<file path="src/inc/ssb_pkg.sv">
// Constants and carrier types for the speed bias and mode switch block
// ============================================================
// Summary of operation
// - Speed bias setting 0 to 450 rpm, reset 0, added to speed reference with the sign of the error.
// - Bias addition width 0 to 250 error pulses, reset 7.
// - Bias applies only while error magnitude exceeds the addition width.
// - Selector: 0 torque, 1 speed, 2 accel, 3 error pulse, 4 off.
// - P control while the selected condition holds, PI otherwise.
// - Selector 0: P while torque reference exceeds torque level (percent).
// - Reset defaults: selector torque test, torque level 200 percent.
// - Selector 1: P while speed reference exceeds speed level (rpm).
// - Selector 2: P while acceleration exceeds level in 10 rpm/s units.
// - Selector 3: P while error pulses exceed the error pulse level.
// - Error pulse test acts only in position control mode.
package ssb_pkg;
	// ============================================================
	// Register map, byte offsets on the bus
	localparam logic [4:0] ADR_BIAS = 5'h00;
	localparam logic [4:0] ADR_WIDTH = 5'h04;
	localparam logic [4:0] ADR_SEL = 5'h08;
	localparam logic [4:0] ADR_TRQ = 5'h0C;
	localparam logic [4:0] ADR_SPD = 5'h10;
	localparam logic [4:0] ADR_ACC = 5'h14;
	localparam logic [4:0] ADR_ERR = 5'h18;
	localparam logic [4:0] ADR_STAT = 5'h1C;
	// ============================================================
	// Reset values and limits
	localparam logic [15:0] BIAS_RST = 16'h0000;
	localparam logic [15:0] BIAS_MAX = 16'h01C2;
	localparam logic [15:0] WIDTH_RST = 16'h0007;
	localparam logic [15:0] WIDTH_MAX = 16'h00FA;
	localparam logic [2:0] SEL_RST = 3'h0;
	localparam logic [15:0] TRQ_RST = 16'h00C8;
	localparam logic [15:0] SPD_RST = 16'h0000;
	localparam logic [15:0] ACC_RST = 16'h0000;
	localparam logic [15:0] ERR_RST = 16'h0000;
	// ============================================================
	// Selector codes
	localparam logic [2:0] SEL_TRQ = 3'h0;
	localparam logic [2:0] SEL_SPD = 3'h1;
	localparam logic [2:0] SEL_ACC = 3'h2;
	localparam logic [2:0] SEL_ERR = 3'h3;
	localparam logic [2:0] SEL_OFF = 3'h4;

	typedef struct packed {
		logic [15:0] speed_bias_amount;
		logic [15:0] bias_addition_width;
		logic [2:0] mode_switch_selector;
		logic [15:0] torque_switch_level;
		logic [15:0] speed_switch_level;
		logic [15:0] accel_switch_level;
		logic [15:0] error_pulse_switch_level;
	} ssb_cfg_t;

	typedef struct packed {
		logic signed [15:0] torque_ref;
		logic signed [15:0] speed_ref;
		logic signed [15:0] accel;
		logic signed [31:0] err_pulse;
		logic pos_mode;
	} ssb_loop_t;

	function automatic logic [31:0] ssb_abs32(input logic signed [31:0] v);
		return v[31] ? 32'(-v) : 32'(v);
	endfunction
endpackage

</file>
<file path="src/design/ssb_cond.sv">
// Mode switch condition test, one per selector code 0 to 3
`timescale 1ns/10ps
`default_nettype none
module ssb_cond (
	input wire logic [2:0] sel, // Mode switch selector
	input wire ssb_pkg::ssb_cfg_t cfg, // Levels
	input wire ssb_pkg::ssb_loop_t loop, // Loop quantities
	output logic hold // Condition holds
);
	function automatic logic over16(input logic signed [15:0] v,
		input logic [15:0] lvl);
		return ssb_pkg::ssb_abs32(32'(v)) > {16'h0000, lvl};
	endfunction

	always_comb begin
		case (sel)
			ssb_pkg::SEL_TRQ: hold = over16(loop.torque_ref,
				cfg.torque_switch_level);
			ssb_pkg::SEL_SPD: hold = over16(loop.speed_ref,
				cfg.speed_switch_level);
			ssb_pkg::SEL_ACC: hold = over16(loop.accel,
				cfg.accel_switch_level);
			ssb_pkg::SEL_ERR: hold = loop.pos_mode
				&& ssb_pkg::ssb_abs32(loop.err_pulse)
				> {16'h0000, cfg.error_pulse_switch_level};
			default: hold = 1'b0;
		endcase
	end
endmodule
`default_nettype wire

</file>
<file path="src/design/ssb_regs.sv">
// Wishbone register file holding the bias and mode switch settings
//
// The register addresses and the Wishbone interface to the registers are this design's own decisions.
`timescale 1ns/10ps
`default_nettype none
module ssb_regs (
	input wire logic ref_clk, // Clock
	input wire logic rst_b, // Sync reset, low active
	input wire logic clk_en, // Freeze when low
	input wire logic wb_cyc_i, // Bus cycle
	input wire logic wb_stb_i, // Strobe
	input wire logic wb_we_i, // Write
	input wire logic [4:0] wb_adr_i, // Byte address
	input wire logic [3:0] wb_sel_i, // Byte lanes
	input wire logic [31:0] wb_dat_i, // Write data
	output logic [31:0] wb_dat_o, // Read data
	output logic wb_ack_o, // Acknowledge
	input wire logic [1:0] stat_i, // Bias active, P control
	output ssb_pkg::ssb_cfg_t cfg_o // Settings
);
	ssb_pkg::ssb_cfg_t cfg_q, cfg_d;
	logic ack_q, ack_d;
	logic [31:0] dat_q, dat_d;
	logic req;

	assign req = wb_cyc_i && wb_stb_i && !ack_q;

	// Low two lanes carry the 16 bit fields
	function automatic logic [15:0] lane16(input logic [15:0] old,
		input logic [31:0] d, input logic [3:0] s);
		return {s[1] ? d[15:8] : old[15:8], s[0] ? d[7:0] : old[7:0]};
	endfunction

	// Out of range values are clipped so the loop never sees them
	function automatic logic [15:0] clip(input logic [15:0] v,
		input logic [15:0] lim);
		return (v > lim) ? lim : v;
	endfunction

	// ============================================================
	// Decode
	always_comb begin
		cfg_d = cfg_q;
		ack_d = req;
		dat_d = 32'h00000000;
		if (req && wb_we_i) begin
			if (wb_adr_i == ssb_pkg::ADR_BIAS) begin
				cfg_d.speed_bias_amount = clip(lane16(cfg_q.speed_bias_amount,
					wb_dat_i, wb_sel_i), ssb_pkg::BIAS_MAX);
			end else if (wb_adr_i == ssb_pkg::ADR_WIDTH) begin
				cfg_d.bias_addition_width = clip(lane16(
					cfg_q.bias_addition_width, wb_dat_i, wb_sel_i),
					ssb_pkg::WIDTH_MAX);
			end else if (wb_adr_i == ssb_pkg::ADR_SEL) begin
				// Codes above 4 are refused, the selector keeps its value
				if (wb_sel_i[0] && wb_dat_i[7:0] <= 8'h04) begin
					cfg_d.mode_switch_selector = wb_dat_i[2:0];
				end
			end else if (wb_adr_i == ssb_pkg::ADR_TRQ) begin
				cfg_d.torque_switch_level = lane16(cfg_q.torque_switch_level,
					wb_dat_i, wb_sel_i);
			end else if (wb_adr_i == ssb_pkg::ADR_SPD) begin
				cfg_d.speed_switch_level = lane16(cfg_q.speed_switch_level,
					wb_dat_i, wb_sel_i);
			end else if (wb_adr_i == ssb_pkg::ADR_ACC) begin
				cfg_d.accel_switch_level = lane16(cfg_q.accel_switch_level,
					wb_dat_i, wb_sel_i);
			end else if (wb_adr_i == ssb_pkg::ADR_ERR) begin
				cfg_d.error_pulse_switch_level = lane16(
					cfg_q.error_pulse_switch_level, wb_dat_i, wb_sel_i);
			end
		end else if (req) begin
			if (wb_adr_i == ssb_pkg::ADR_BIAS) begin
				dat_d = {16'h0000, cfg_q.speed_bias_amount};
			end else if (wb_adr_i == ssb_pkg::ADR_WIDTH) begin
				dat_d = {16'h0000, cfg_q.bias_addition_width};
			end else if (wb_adr_i == ssb_pkg::ADR_SEL) begin
				dat_d = {29'h00000000, cfg_q.mode_switch_selector};
			end else if (wb_adr_i == ssb_pkg::ADR_TRQ) begin
				dat_d = {16'h0000, cfg_q.torque_switch_level};
			end else if (wb_adr_i == ssb_pkg::ADR_SPD) begin
				dat_d = {16'h0000, cfg_q.speed_switch_level};
			end else if (wb_adr_i == ssb_pkg::ADR_ACC) begin
				dat_d = {16'h0000, cfg_q.accel_switch_level};
			end else if (wb_adr_i == ssb_pkg::ADR_ERR) begin
				dat_d = {16'h0000, cfg_q.error_pulse_switch_level};
			end else if (wb_adr_i == ssb_pkg::ADR_STAT) begin
				dat_d = {30'h00000000, stat_i};
			end
		end
	end

	always_ff @(posedge ref_clk) begin
		if (!rst_b) begin
			cfg_q.speed_bias_amount <= ssb_pkg::BIAS_RST;
			cfg_q.bias_addition_width <= ssb_pkg::WIDTH_RST;
			cfg_q.mode_switch_selector <= ssb_pkg::SEL_RST;
			cfg_q.torque_switch_level <= ssb_pkg::TRQ_RST;
			cfg_q.speed_switch_level <= ssb_pkg::SPD_RST;
			cfg_q.accel_switch_level <= ssb_pkg::ACC_RST;
			cfg_q.error_pulse_switch_level <= ssb_pkg::ERR_RST;
			ack_q <= 1'b0;
			dat_q <= 32'h00000000;
		end else if (clk_en) begin
			cfg_q <= cfg_d;
			ack_q <= ack_d;
			dat_q <= dat_d;
		end
	end

	assign wb_ack_o = ack_q;
	assign wb_dat_o = dat_q;
	assign cfg_o = cfg_q;

	chk_reset_defaults: assert property (@(posedge ref_clk)
		!rst_b |=> cfg_q.mode_switch_selector == ssb_pkg::SEL_TRQ
		&& cfg_q.torque_switch_level == ssb_pkg::TRQ_RST)
		else $error("reset defaults wrong");
	chk_bias_range: assert property (@(posedge ref_clk) disable iff (!rst_b)
		cfg_q.speed_bias_amount <= ssb_pkg::BIAS_MAX)
		else $error("bias out of range");
	chk_width_range: assert property (@(posedge ref_clk) disable iff (!rst_b)
		cfg_q.bias_addition_width <= ssb_pkg::WIDTH_MAX)
		else $error("width out of range");
	chk_sel_range: assert property (@(posedge ref_clk) disable iff (!rst_b)
		cfg_q.mode_switch_selector <= ssb_pkg::SEL_OFF)
		else $error("selector out of range");
endmodule
`default_nettype wire

</file>
<file path="src/design/ssb_top.sv">
// Speed bias and PI/P mode switch decision logic
`timescale 1ns/10ps
`default_nettype none
module ssb_top (
	input wire logic ref_clk, // Clock, 200 MHz
	input wire logic rst_b, // Sync reset, low active
	input wire logic clk_en, // Freeze when low
	input wire logic wb_cyc_i, // Bus cycle
	input wire logic wb_stb_i, // Strobe
	input wire logic wb_we_i, // Write
	input wire logic [4:0] wb_adr_i, // Byte address
	input wire logic [3:0] wb_sel_i, // Byte lanes
	input wire logic [31:0] wb_dat_i, // Write data
	output logic [31:0] wb_dat_o, // Read data
	output logic wb_ack_o, // Acknowledge
	input wire ssb_pkg::ssb_loop_t loop_i, // Loop quantities
	output logic signed [15:0] speed_ref_o, // Biased speed reference
	output logic bias_on_o, // Bias applied
	output logic p_ctrl_o // 1 P control, 0 PI
);
	ssb_pkg::ssb_cfg_t cfg;
	logic hold;
	logic signed [15:0] sref_q, sref_d;
	logic bias_q, bias_d, p_q, p_d;
	logic over;

	ssb_regs u_regs (
		.ref_clk(ref_clk),
		.rst_b(rst_b),
		.clk_en(clk_en),
		.wb_cyc_i(wb_cyc_i),
		.wb_stb_i(wb_stb_i),
		.wb_we_i(wb_we_i),
		.wb_adr_i(wb_adr_i),
		.wb_sel_i(wb_sel_i),
		.wb_dat_i(wb_dat_i),
		.wb_dat_o(wb_dat_o),
		.wb_ack_o(wb_ack_o),
		.stat_i({bias_q, p_q}),
		.cfg_o(cfg)
	);

	ssb_cond u_cond (
		.sel(cfg.mode_switch_selector),
		.cfg(cfg),
		.loop(loop_i),
		.hold(hold)
	);

	// ============================================================
	// Bias and mode decision
	always_comb begin
		over = ssb_pkg::ssb_abs32(loop_i.err_pulse)
			> {16'h0000, cfg.bias_addition_width};
		// Bias only belongs to position control
		bias_d = loop_i.pos_mode && over;
		if (bias_d && !loop_i.err_pulse[31]) begin
			sref_d = 16'(loop_i.speed_ref + $signed(cfg.speed_bias_amount));
		end else if (bias_d) begin
			sref_d = 16'(loop_i.speed_ref - $signed(cfg.speed_bias_amount));
		end else begin
			sref_d = loop_i.speed_ref;
		end
		p_d = hold;
	end

	always_ff @(posedge ref_clk) begin
		if (!rst_b) begin
			sref_q <= 16'sh0000;
			bias_q <= 1'b0;
			p_q <= 1'b0;
		end else if (clk_en) begin
			sref_q <= sref_d;
			bias_q <= bias_d;
			p_q <= p_d;
		end
	end

	assign speed_ref_o = sref_q;
	assign bias_on_o = bias_q;
	assign p_ctrl_o = p_q;

	chk_bias_gate: assert property (@(posedge ref_clk) disable iff (!rst_b)
		clk_en && !(loop_i.pos_mode && over) |=> !bias_on_o)
		else $error("bias applied inside width");
	chk_bias_sign: assert property (@(posedge ref_clk) disable iff (!rst_b)
		clk_en && bias_d && loop_i.err_pulse[31] |=> speed_ref_o ==
		16'($past(loop_i.speed_ref) - $signed($past(cfg.speed_bias_amount))))
		else $error("bias sign wrong");
	chk_p_follow: assert property (@(posedge ref_clk) disable iff (!rst_b)
		clk_en |=> p_ctrl_o == $past(hold))
		else $error("P control not following condition");
	chk_off_pi: assert property (@(posedge ref_clk) disable iff (!rst_b)
		clk_en && cfg.mode_switch_selector == ssb_pkg::SEL_OFF |=> !p_ctrl_o)
		else $error("switching while disabled");
	chk_err_posmode: assert property (@(posedge ref_clk) disable iff (!rst_b)
		clk_en && cfg.mode_switch_selector == ssb_pkg::SEL_ERR
		&& !loop_i.pos_mode |=> !p_ctrl_o)
		else $error("error test outside position mode");
endmodule
`default_nettype wire

</file>
<file path="config.mk">
export PLATFORM = sky130hd
export DESIGN_NAME = ssb_top
export DESIGN_NICKNAME = d
export VERILOG_FILES = /design/src/inc/ssb_pkg.sv /design/src/design/ssb_cond.sv /design/src/design/ssb_regs.sv /design/src/design/ssb_top.sv
export SDC_FILE = /design/constraint.sdc
export NUM_CORES = 1
export LEC_CHECK = 0
export ABC_AREA = 1
export BUFFER_PORTS_ARGS = -buffer_cell sky130_fd_sc_hd__buf_2
export CORE_MARGIN = 2
export CORE_UTILIZATION = 45
export DETAILED_ROUTE_END_ITERATION = 16
export PLACE_DENSITY = 0.75
export REMOVE_ABC_BUFFERS = 1
export SYNTH_ARGS = -nofsm -noshare
export SYNTH_HDL_FRONTEND = slang
export SYNTH_SLANG_ARGS = --single-unit
</file>
<file path="constraint.sdc">
create_clock -name ref_clk -period 4.2 [get_ports ref_clk]
set_input_delay 0.84 -clock ref_clk [delete_from_list [all_inputs] [get_ports ref_clk]]
set_output_delay 0.84 -clock ref_clk [all_outputs]
set_load 0.05 [all_outputs]
</file>
==> results of run 1 <==
critical path, cell delays in order:
cell     delay (ns)
buf_2          0.13
nor2_1         0.13
nand2_1        0.12
nor2_4         0.21
nand2_1        0.09
nor2_1         0.16
nor2_1         0.07
xor2_1         0.33
ha_1           0.23
nand4_1        0.11
nor3_1         0.33
nand4_1        0.15
nand2_1        0.16
nand4_2        0.22
nand2_2        0.37
nand2_1        0.09
nand2_1        0.11
nand3_1        0.08
nand2_1        0.09
inv_1          0.04
Yosys cell counts (all sizes together), types with 2 or more instances:
cell type / instances
nand2: 302
a211oi: 24
o221ai: 16
o21ai: 130
a221oi: 4
and2: 3
xor2: 55
nand4: 43
nand3b: 2
a31oi: 8
nand3: 105
clkbuf: 55
o22ai: 3
nor3: 39
or2: 2
xnor2: 19
ha: 114
a21o: 4
buf: 32
o21a: 3
nor4: 12
a21oi: 146
o21bai: 4
dfxtp: 134
dlygate4sd3: 2
inv: 250
o2111ai: 15
fa: 2
o211a: 2
o211ai: 26
nor2: 183
o31ai: 10
routing by layer:
layer / part of all wire (%) / wire length, um / global-route usage [%] / up-vias
met1: 43 / 16200 / 36.3 / 5732
met2: 46 / 17400 / 45.1 / 549
met5: 0 / 0 / 0 / -
li1: - / - / - / 6114
met3: 7.6 / 2860 / 3.90 / 76
met4: 2.8 / 1040 / 8.58 / 0
power by group:
group          switching, uW  leakage (uW)  total, uW  internal [uW]
clock                    682      0.000298       1580            903
combinational            564       0.00471        842            278
sequential              9.07       0.00108       1300           1290
path summary, 6_finish.rpt:
| check | slack (ns) | end | cells past startpoint | from |
|---|---|---|---|---|
| max | 0.45 | speed_ref_o[9] | 20 | loop_i[3] |
| min reg2reg | 0.46 | u_regs.wb_dat_o[15] | 2 | u_regs.wb_dat_o[15] |
| max reg2reg | 1.23 | speed_ref_o[9] | 15 | u_regs.cfg_o[84] |
| min | 0.46 | u_regs.wb_dat_o[15] | 2 | u_regs.wb_dat_o[15] |
state kept, by name (all words and copies together) (netlist names):
signal and count:
u_regs.wb_dat_o 16, p_ctrl_o 1, u_regs.wb_ack_o 1, bias_on_o 1, u_regs.cfg_o 99, speed_ref_o 16
through the flow:
step	setup WS, ns	cell area (um2)	utilization (%)
floorplan	0.574	11200	-
global placement	0.164	12600	48.7
detailed placement	0.0757	12600	48.7
CTS	0.516	13200	51.1
global route	0.187	13200	51.1
finish	0.450	13200	51.1
logic make-up (layout without fill, tap and decap cells):
group           after synthesis  in the layout  share of synthesized area, %
compound gates              397            397                          20.0
simple gates                693            693                          26.2
fa+ha+maj                   116            116                          12.5
xor+xnor                     74             74                          5.54
other cells                   1             16                        0.0321
flops                       134            134                          22.9
buf+inv                     340            454                          12.7
layout make-up:
class	count	area, um2
fill	2579	12600
multi-input combinational	1296	7580
sequential	134	2680
inverter	251	942
timing repair buffer	171	936
clock buffer	17	425
tap	335	419
clock inverter	15	183
==> summary.md, run 1 <==
| Metric | Value |
|---|---|
| Outcome | `finished clean` |
| Initial antenna violation count | `0` |
| Most common cell after layout, fill and taps aside | `nand2_1` |
| Post-CTS setup buffers | `0` |
| DR WL/cell | `between 15 and 20 um` |
| Max-slew violation count | `0` |
| Max Fclk | `approximately 0.27 GHz` |
| IO Pins | `179` |
| CTS root buf | `clkbuf_16` |
| CP Class | `input pin to register` |
| Clk pin slew, worst setup/hold paths | `roughly 0.07 ns` |
| Hold Buf Count CTS | `0` |
| Fin cells | `2219` |
| Clock Sinks | `roughly 130` |
| Worst VDD drop | `~0.23 mV` |
| Dpl hpwl | `between 20 and 30 mm` |
| Number of synthesized flops with an enable pin | `0` |
| Final hold violations | `0` |
| Share of cells above drive strength 1 | `between 10% and 20%` |
| DRC viols | `0` |
| RSZ-0062 raised after global routing | `no` |
| Core area | `between 20000 and 30000 um2` |
| Drt total wl | `37.5 mm` |
| GRT overflow | `0` |
| Global-route wire length before repair | `between 50 and 60 mm` |
| Worst-path maximum fanout | `17` |
| Pre-Repair DR Iteration Count | `6` |
| Crit path arrival time | `4.09 ns` |
| Syn_area_per_cell | `6.66 um2` |
| Share of synthesized registers carrying an async set or reset | `0%` |
| All-Layer GR Usage | `a little over a quarter` |
| Placed insts | `between 2000 and 2500` |
| Top cell type's share of synthesized area | `between 20 and 25%` |
| Post-CTS Resized | `0` |
| Setup TNS | `0 ns` |
| Vias | `about 12000` |
| WHS | `approximately 0.46 ns` |
| Yosys top cell by area | `dfxtp_1` |
| Initial Utilization | `about 45%` |
| Netlist cell types | `56` |
| Crit end category | `register` |
| Worst min path class | `register to register` |
| Pwr per Cell Area | `283 nW/um2` |
| PortBufs | `between 100 and 150` |
| Total Nets Final | `around 2100` |
| Slew headroom | `36.6%` |
| Final Skew | `~0.009 ns` |
| Vias in the first global route | `about 11000` |
| Top FF cell, synth | `dfxtp_1` |
| N_diodes | `0` |
| Pleak | `a little over 0.006 uW` |
| Antenna Violating Nets Remaining | `0` |
| Die X | `approximately 170 um` |
| Pin count of the biggest net entering global routing | `64` |
| Seq/Total Area, Yosys | `between 20 and 25%` |
| Clock buffer depth | `2` |
| Most frequent cells in the layout | `297 x nand2_1, 249 x inv_1, 176 x nor2_1, 144 x a21oi_1, 144 x buf_2` |
| Clk Latency, worst-skew pair | `around 0.44 ns` |
| Max-cap viol count | `0` |
| Setup-failing EPs final | `0` |
| Vias/cell | `around 5.6` |
| Startpoint Class | `input pin` |
| Mapped Area | `about 12000 um2` |
| Area Overhead vs Synth | `12.6%` |
| GPL Wtd Cong | `between 0.9 and 1` |
| Fin crit period | `around 3.8 ns` |
| Row Count | `slightly below 60` |
| Overall Power | `between 3000 and 4000 uW` |
| H-tree levels | `4` |
| Iter 0 DRT Violations | `about 1100` |
| Num CTS Buffers | `17` |
| Top post-synthesis cells by area | `dfxtp_1 23%, ha_1 12%, nand2_1 9.5%` |
| Chip Height | `~170 um` |
| Die footprint | `27300 um2` |
| Cells after Synth | `1755` |
| Synth warnings | `0` |
| CTS tree | `yes` |
| Worst EP required | `about 4.5 ns` |
| FF+latch count, synth | `134` |
| Worst-Margin Slew | `around 0.95 ns` |
| Final period util | `between 80% and 90%` |
(Power assumes the default switching activity.)
==> inputs of run 2 (changes only) <==
--- a/config.mk
+++ b/config.mk
@@ -10,7 +10,7 @@
 export CORE_MARGIN = 2
 export CORE_UTILIZATION = 45
 export DETAILED_ROUTE_END_ITERATION = 16
-export PLACE_DENSITY = 0.75
+export PLACE_DENSITY = 0.71
 export REMOVE_ABC_BUFFERS = 1
 export SYNTH_ARGS = -nofsm -noshare
 export SYNTH_HDL_FRONTEND = slang
==> summary.md, run 2 (same netlist as run 1, synthesis figures left out) <==
| Metric | Value |
|---|---|
| Most frequent cells in the layout | `297 x nand2_1, 249 x inv_1, 176 x nor2_1, 144 x a21oi_1, 144 x buf_2` |
| CTS root buf | `clkbuf_16` |
| Number of flip-flops in the largest register | `99 (unchanged)` |
| IO Pins | `179 (unchanged)` |
| CTS tree | `yes` |
| Fin cells | `2222 (+0.14%)` |
| Worst VDD drop | `0.238 mV (+5.3%)` |
| Pwr per Cell Area | `278 nW/um2 (-1.8%)` |
| Startpoint Class | `input pin` |
| Critical path's top delay family | `simple AND/OR/NAND/NOR gates` |
| Max-cap viol count | `0 (unchanged)` |
| WHS | `0.464 ns (+0.000618 ns)` |
| Final hold violations | `0 (unchanged)` |
| Pre-Repair DR Iteration Count | `5 (-1)` |
| Placed insts | `2189 (+0.091%)` |
| Clk pin slew, worst setup/hold paths | `0.07 ns (about the same)` |
| Vias in the first global route | `11400 (+0.78%)` |
| GPL Wtd Cong | `0.951 (+0.38%)` |
| All-Layer GR Usage | `27.5% (+0.35 points)` |
| Final period util | `87.1% (-2.1 points)` |
| PortBufs | `144 (unchanged)` |
| Chip Height | `165 um (unchanged)` |
| Global-route wire length before repair | `58.4 mm (+0.75%)` |
| Worst min path class | `register to register` |
| Setup-failing EPs final | `0 (unchanged)` |
| Final Skew | `0.0126 ns (+0.00365 ns)` |
| Clock buffer depth | `2 (unchanged)` |
| RSZ-0062 raised after global routing | `no` |
| Max Fclk | `0.273 GHz (+2.5%)` |
| Post-DP Area | `12600 um2 (about the same)` |
| Die footprint | `27300 um2 (unchanged)` |
| Fin util | `51.1% (about the same)` |
| Slew headroom | `36.1% (-0.45 points)` |
| CP max-delay cell | `nand2_2` |
| Max incr delay on CP | `0.36 ns (about the same)` |
| Area of the multi-input gates | `7580 um2 (unchanged)` |
| Worst EP required | `4.54 ns (about the same)` |
| Cells along the critical path | `buf_2 > inv_1 > ha_1 > nand2_2 > nor2_4 > nand3_1 > nand2_2 > xnor2_1 > ha_1 > nand4_1 > nor3_1 > buf_4 > nand2_1 > nand3_1 > nand2_1 > nand4_2 > nand2_2 > nand2_1 > nand2_1 > nand3_1 > nand2_1 > inv_1` |
| Iter 0 DRT Violations | `986 (-14%)` |
| Share of cells above drive strength 1 | `12.5% (+0.093 points)` |
| Outcome | `finished clean` |
| Worst-path maximum fanout | `17 (unchanged)` |
| Max-slew violation count | `0 (unchanged)` |
| Clk Latency, worst-skew pair | `0.44 ns (about the same)` |
| Die X | `165 um (unchanged)` |
| DR WL/cell | `17.1 um (+0.96%)` |
| Vias/cell | `5.48 (-2.5%)` |
| Fillers | `2621 (+1.6%)` |
| Num CTS Buffers | `17 (unchanged)` |
| Crit path arrival time | `4.00 ns (-0.09 ns)` |
| Hold Buf Count CTS | `0 (unchanged)` |
| Pleak | `0.00608 uW (-0.30%)` |
| Initial antenna violation count | `0 (unchanged)` |
| Antenna Violating Nets Remaining | `0 (unchanged)` |
| Core area | `25800 um2 (unchanged)` |
| Row Count | `59 (unchanged)` |
| Initial Utilization | `45.4% (unchanged)` |
| Post-CTS Resized | `0 (unchanged)` |
| Post-CTS setup buffers | `0 (unchanged)` |
| GRT overflow | `0 (unchanged)` |
| Cell area after layout | `13200 um2 (about the same)` |
| Vias | `12200 (-2.3%)` |
| DRC viols | `0 (unchanged)` |
| Area Overhead vs Synth | `12.5% (about the same)` |
| Crit end category | `register` |
| Dpl hpwl | `30.1 mm (+1.6%)` |
| Most common cell after layout, fill and taps aside | `nand2_1` |
| Worst-Margin Slew | `0.949 ns (+0.00154 ns)` |
| Clock Sinks | `134 (unchanged)` |
| Most common cell on crit path | `nand2_1` |
| Drt total wl | `37.9 mm (+1.1%)` |
| Seq. cell area | `2680 um2 (unchanged)` |
| CP Class | `input pin to register` |
| Total Nets Final | `2117 (+0.095%)` |
| Setup TNS | `0 ns (unchanged)` |
| Fin crit period | `3.66 ns (-0.0903 ns)` |
| H-tree levels | `4 (unchanged)` |
| Pin count of the biggest net entering global routing | `64 (unchanged)` |
| CP Buf/Inv Count | `4 (+2)` |
run 2: cell count changes in the layout (fill, tap and decap cells not counted), sizes merged:
cell	previous run	this run
inv	260	256
clkinvlp	1	4
buf	171	173
clkinv	3	5
bufinv	2	1
diode	0	1
run 2: stage by stage:
stage	total power, uW	setup slack (ns)
detailed placement	2150	0.113
floorplan	1860	0.574
finish	3650	0.540
global placement	2130	0.202
global route	3810	0.289
CTS	3660	0.539
run 2: worst register-to-register path: stages, from the launching register on:
cell and delay, ns:
dfxtp_1 0.52, inv_1 0.20, ha_1 0.34, nand2_1 0.05, o21ai_0 0.43, a21oi_1 0.20
o21ai_0 0.23, nand2_1 0.13, o21ai_0 0.17, nand2_1 0.07, nand3_1 0.08, nand3_1 0.07
nand2_1 0.12, nand3_1 0.08, nand2_1 0.07, inv_1 0.04
run 2: area by class of cell:
class / instances / share of cell area, %
diodes: 1 / 0.0190
clock buffers: 17 / 3.23
clock inverters: 15 / 1.26
inverters: 251 / 7.16
multi-input cells: 1296 / 57.6
flip-flops and latches: 134 / 20.4
well taps: 335 / 3.19
repair buffers: 173 / 7.13
run 2: where the power goes:
part / switching [uW] / total (uW) / internal (uW)
clock: 679 / 1520 / 840
sequential: 9.06 / 1300 / 1290
combinational: 562 / 838 / 277
run 2: routing by layer:
| metal | wire length [um] | share of wire (%) | global-route usage (%) | up-vias |
|---|---|---|---|---|
| met3 | 2510 | 6.6 | 4.25 | 69 |
| met5 | 0 | 0 | 0 | - |
| li1 | - | - | - | 6101 |
| met2 | 17500 | 46 | 45.7 | 431 |
| met4 | 1030 | 2.7 | 9.45 | 0 |
| met1 | 16900 | 44 | 36.3 | 5579 |
run 2: final timing paths:
path	from	endpoint	slack [ns]	cells after the start
max	loop_i[1]	speed_ref_o[13]	0.54	22
min	u_regs.wb_dat_o[10]	u_regs.wb_dat_o[10]	0.46	2
max reg2reg	u_regs.cfg_o[84]	speed_ref_o[9]	1.31	15
min reg2reg	u_regs.wb_dat_o[10]	u_regs.wb_dat_o[10]	0.46	2
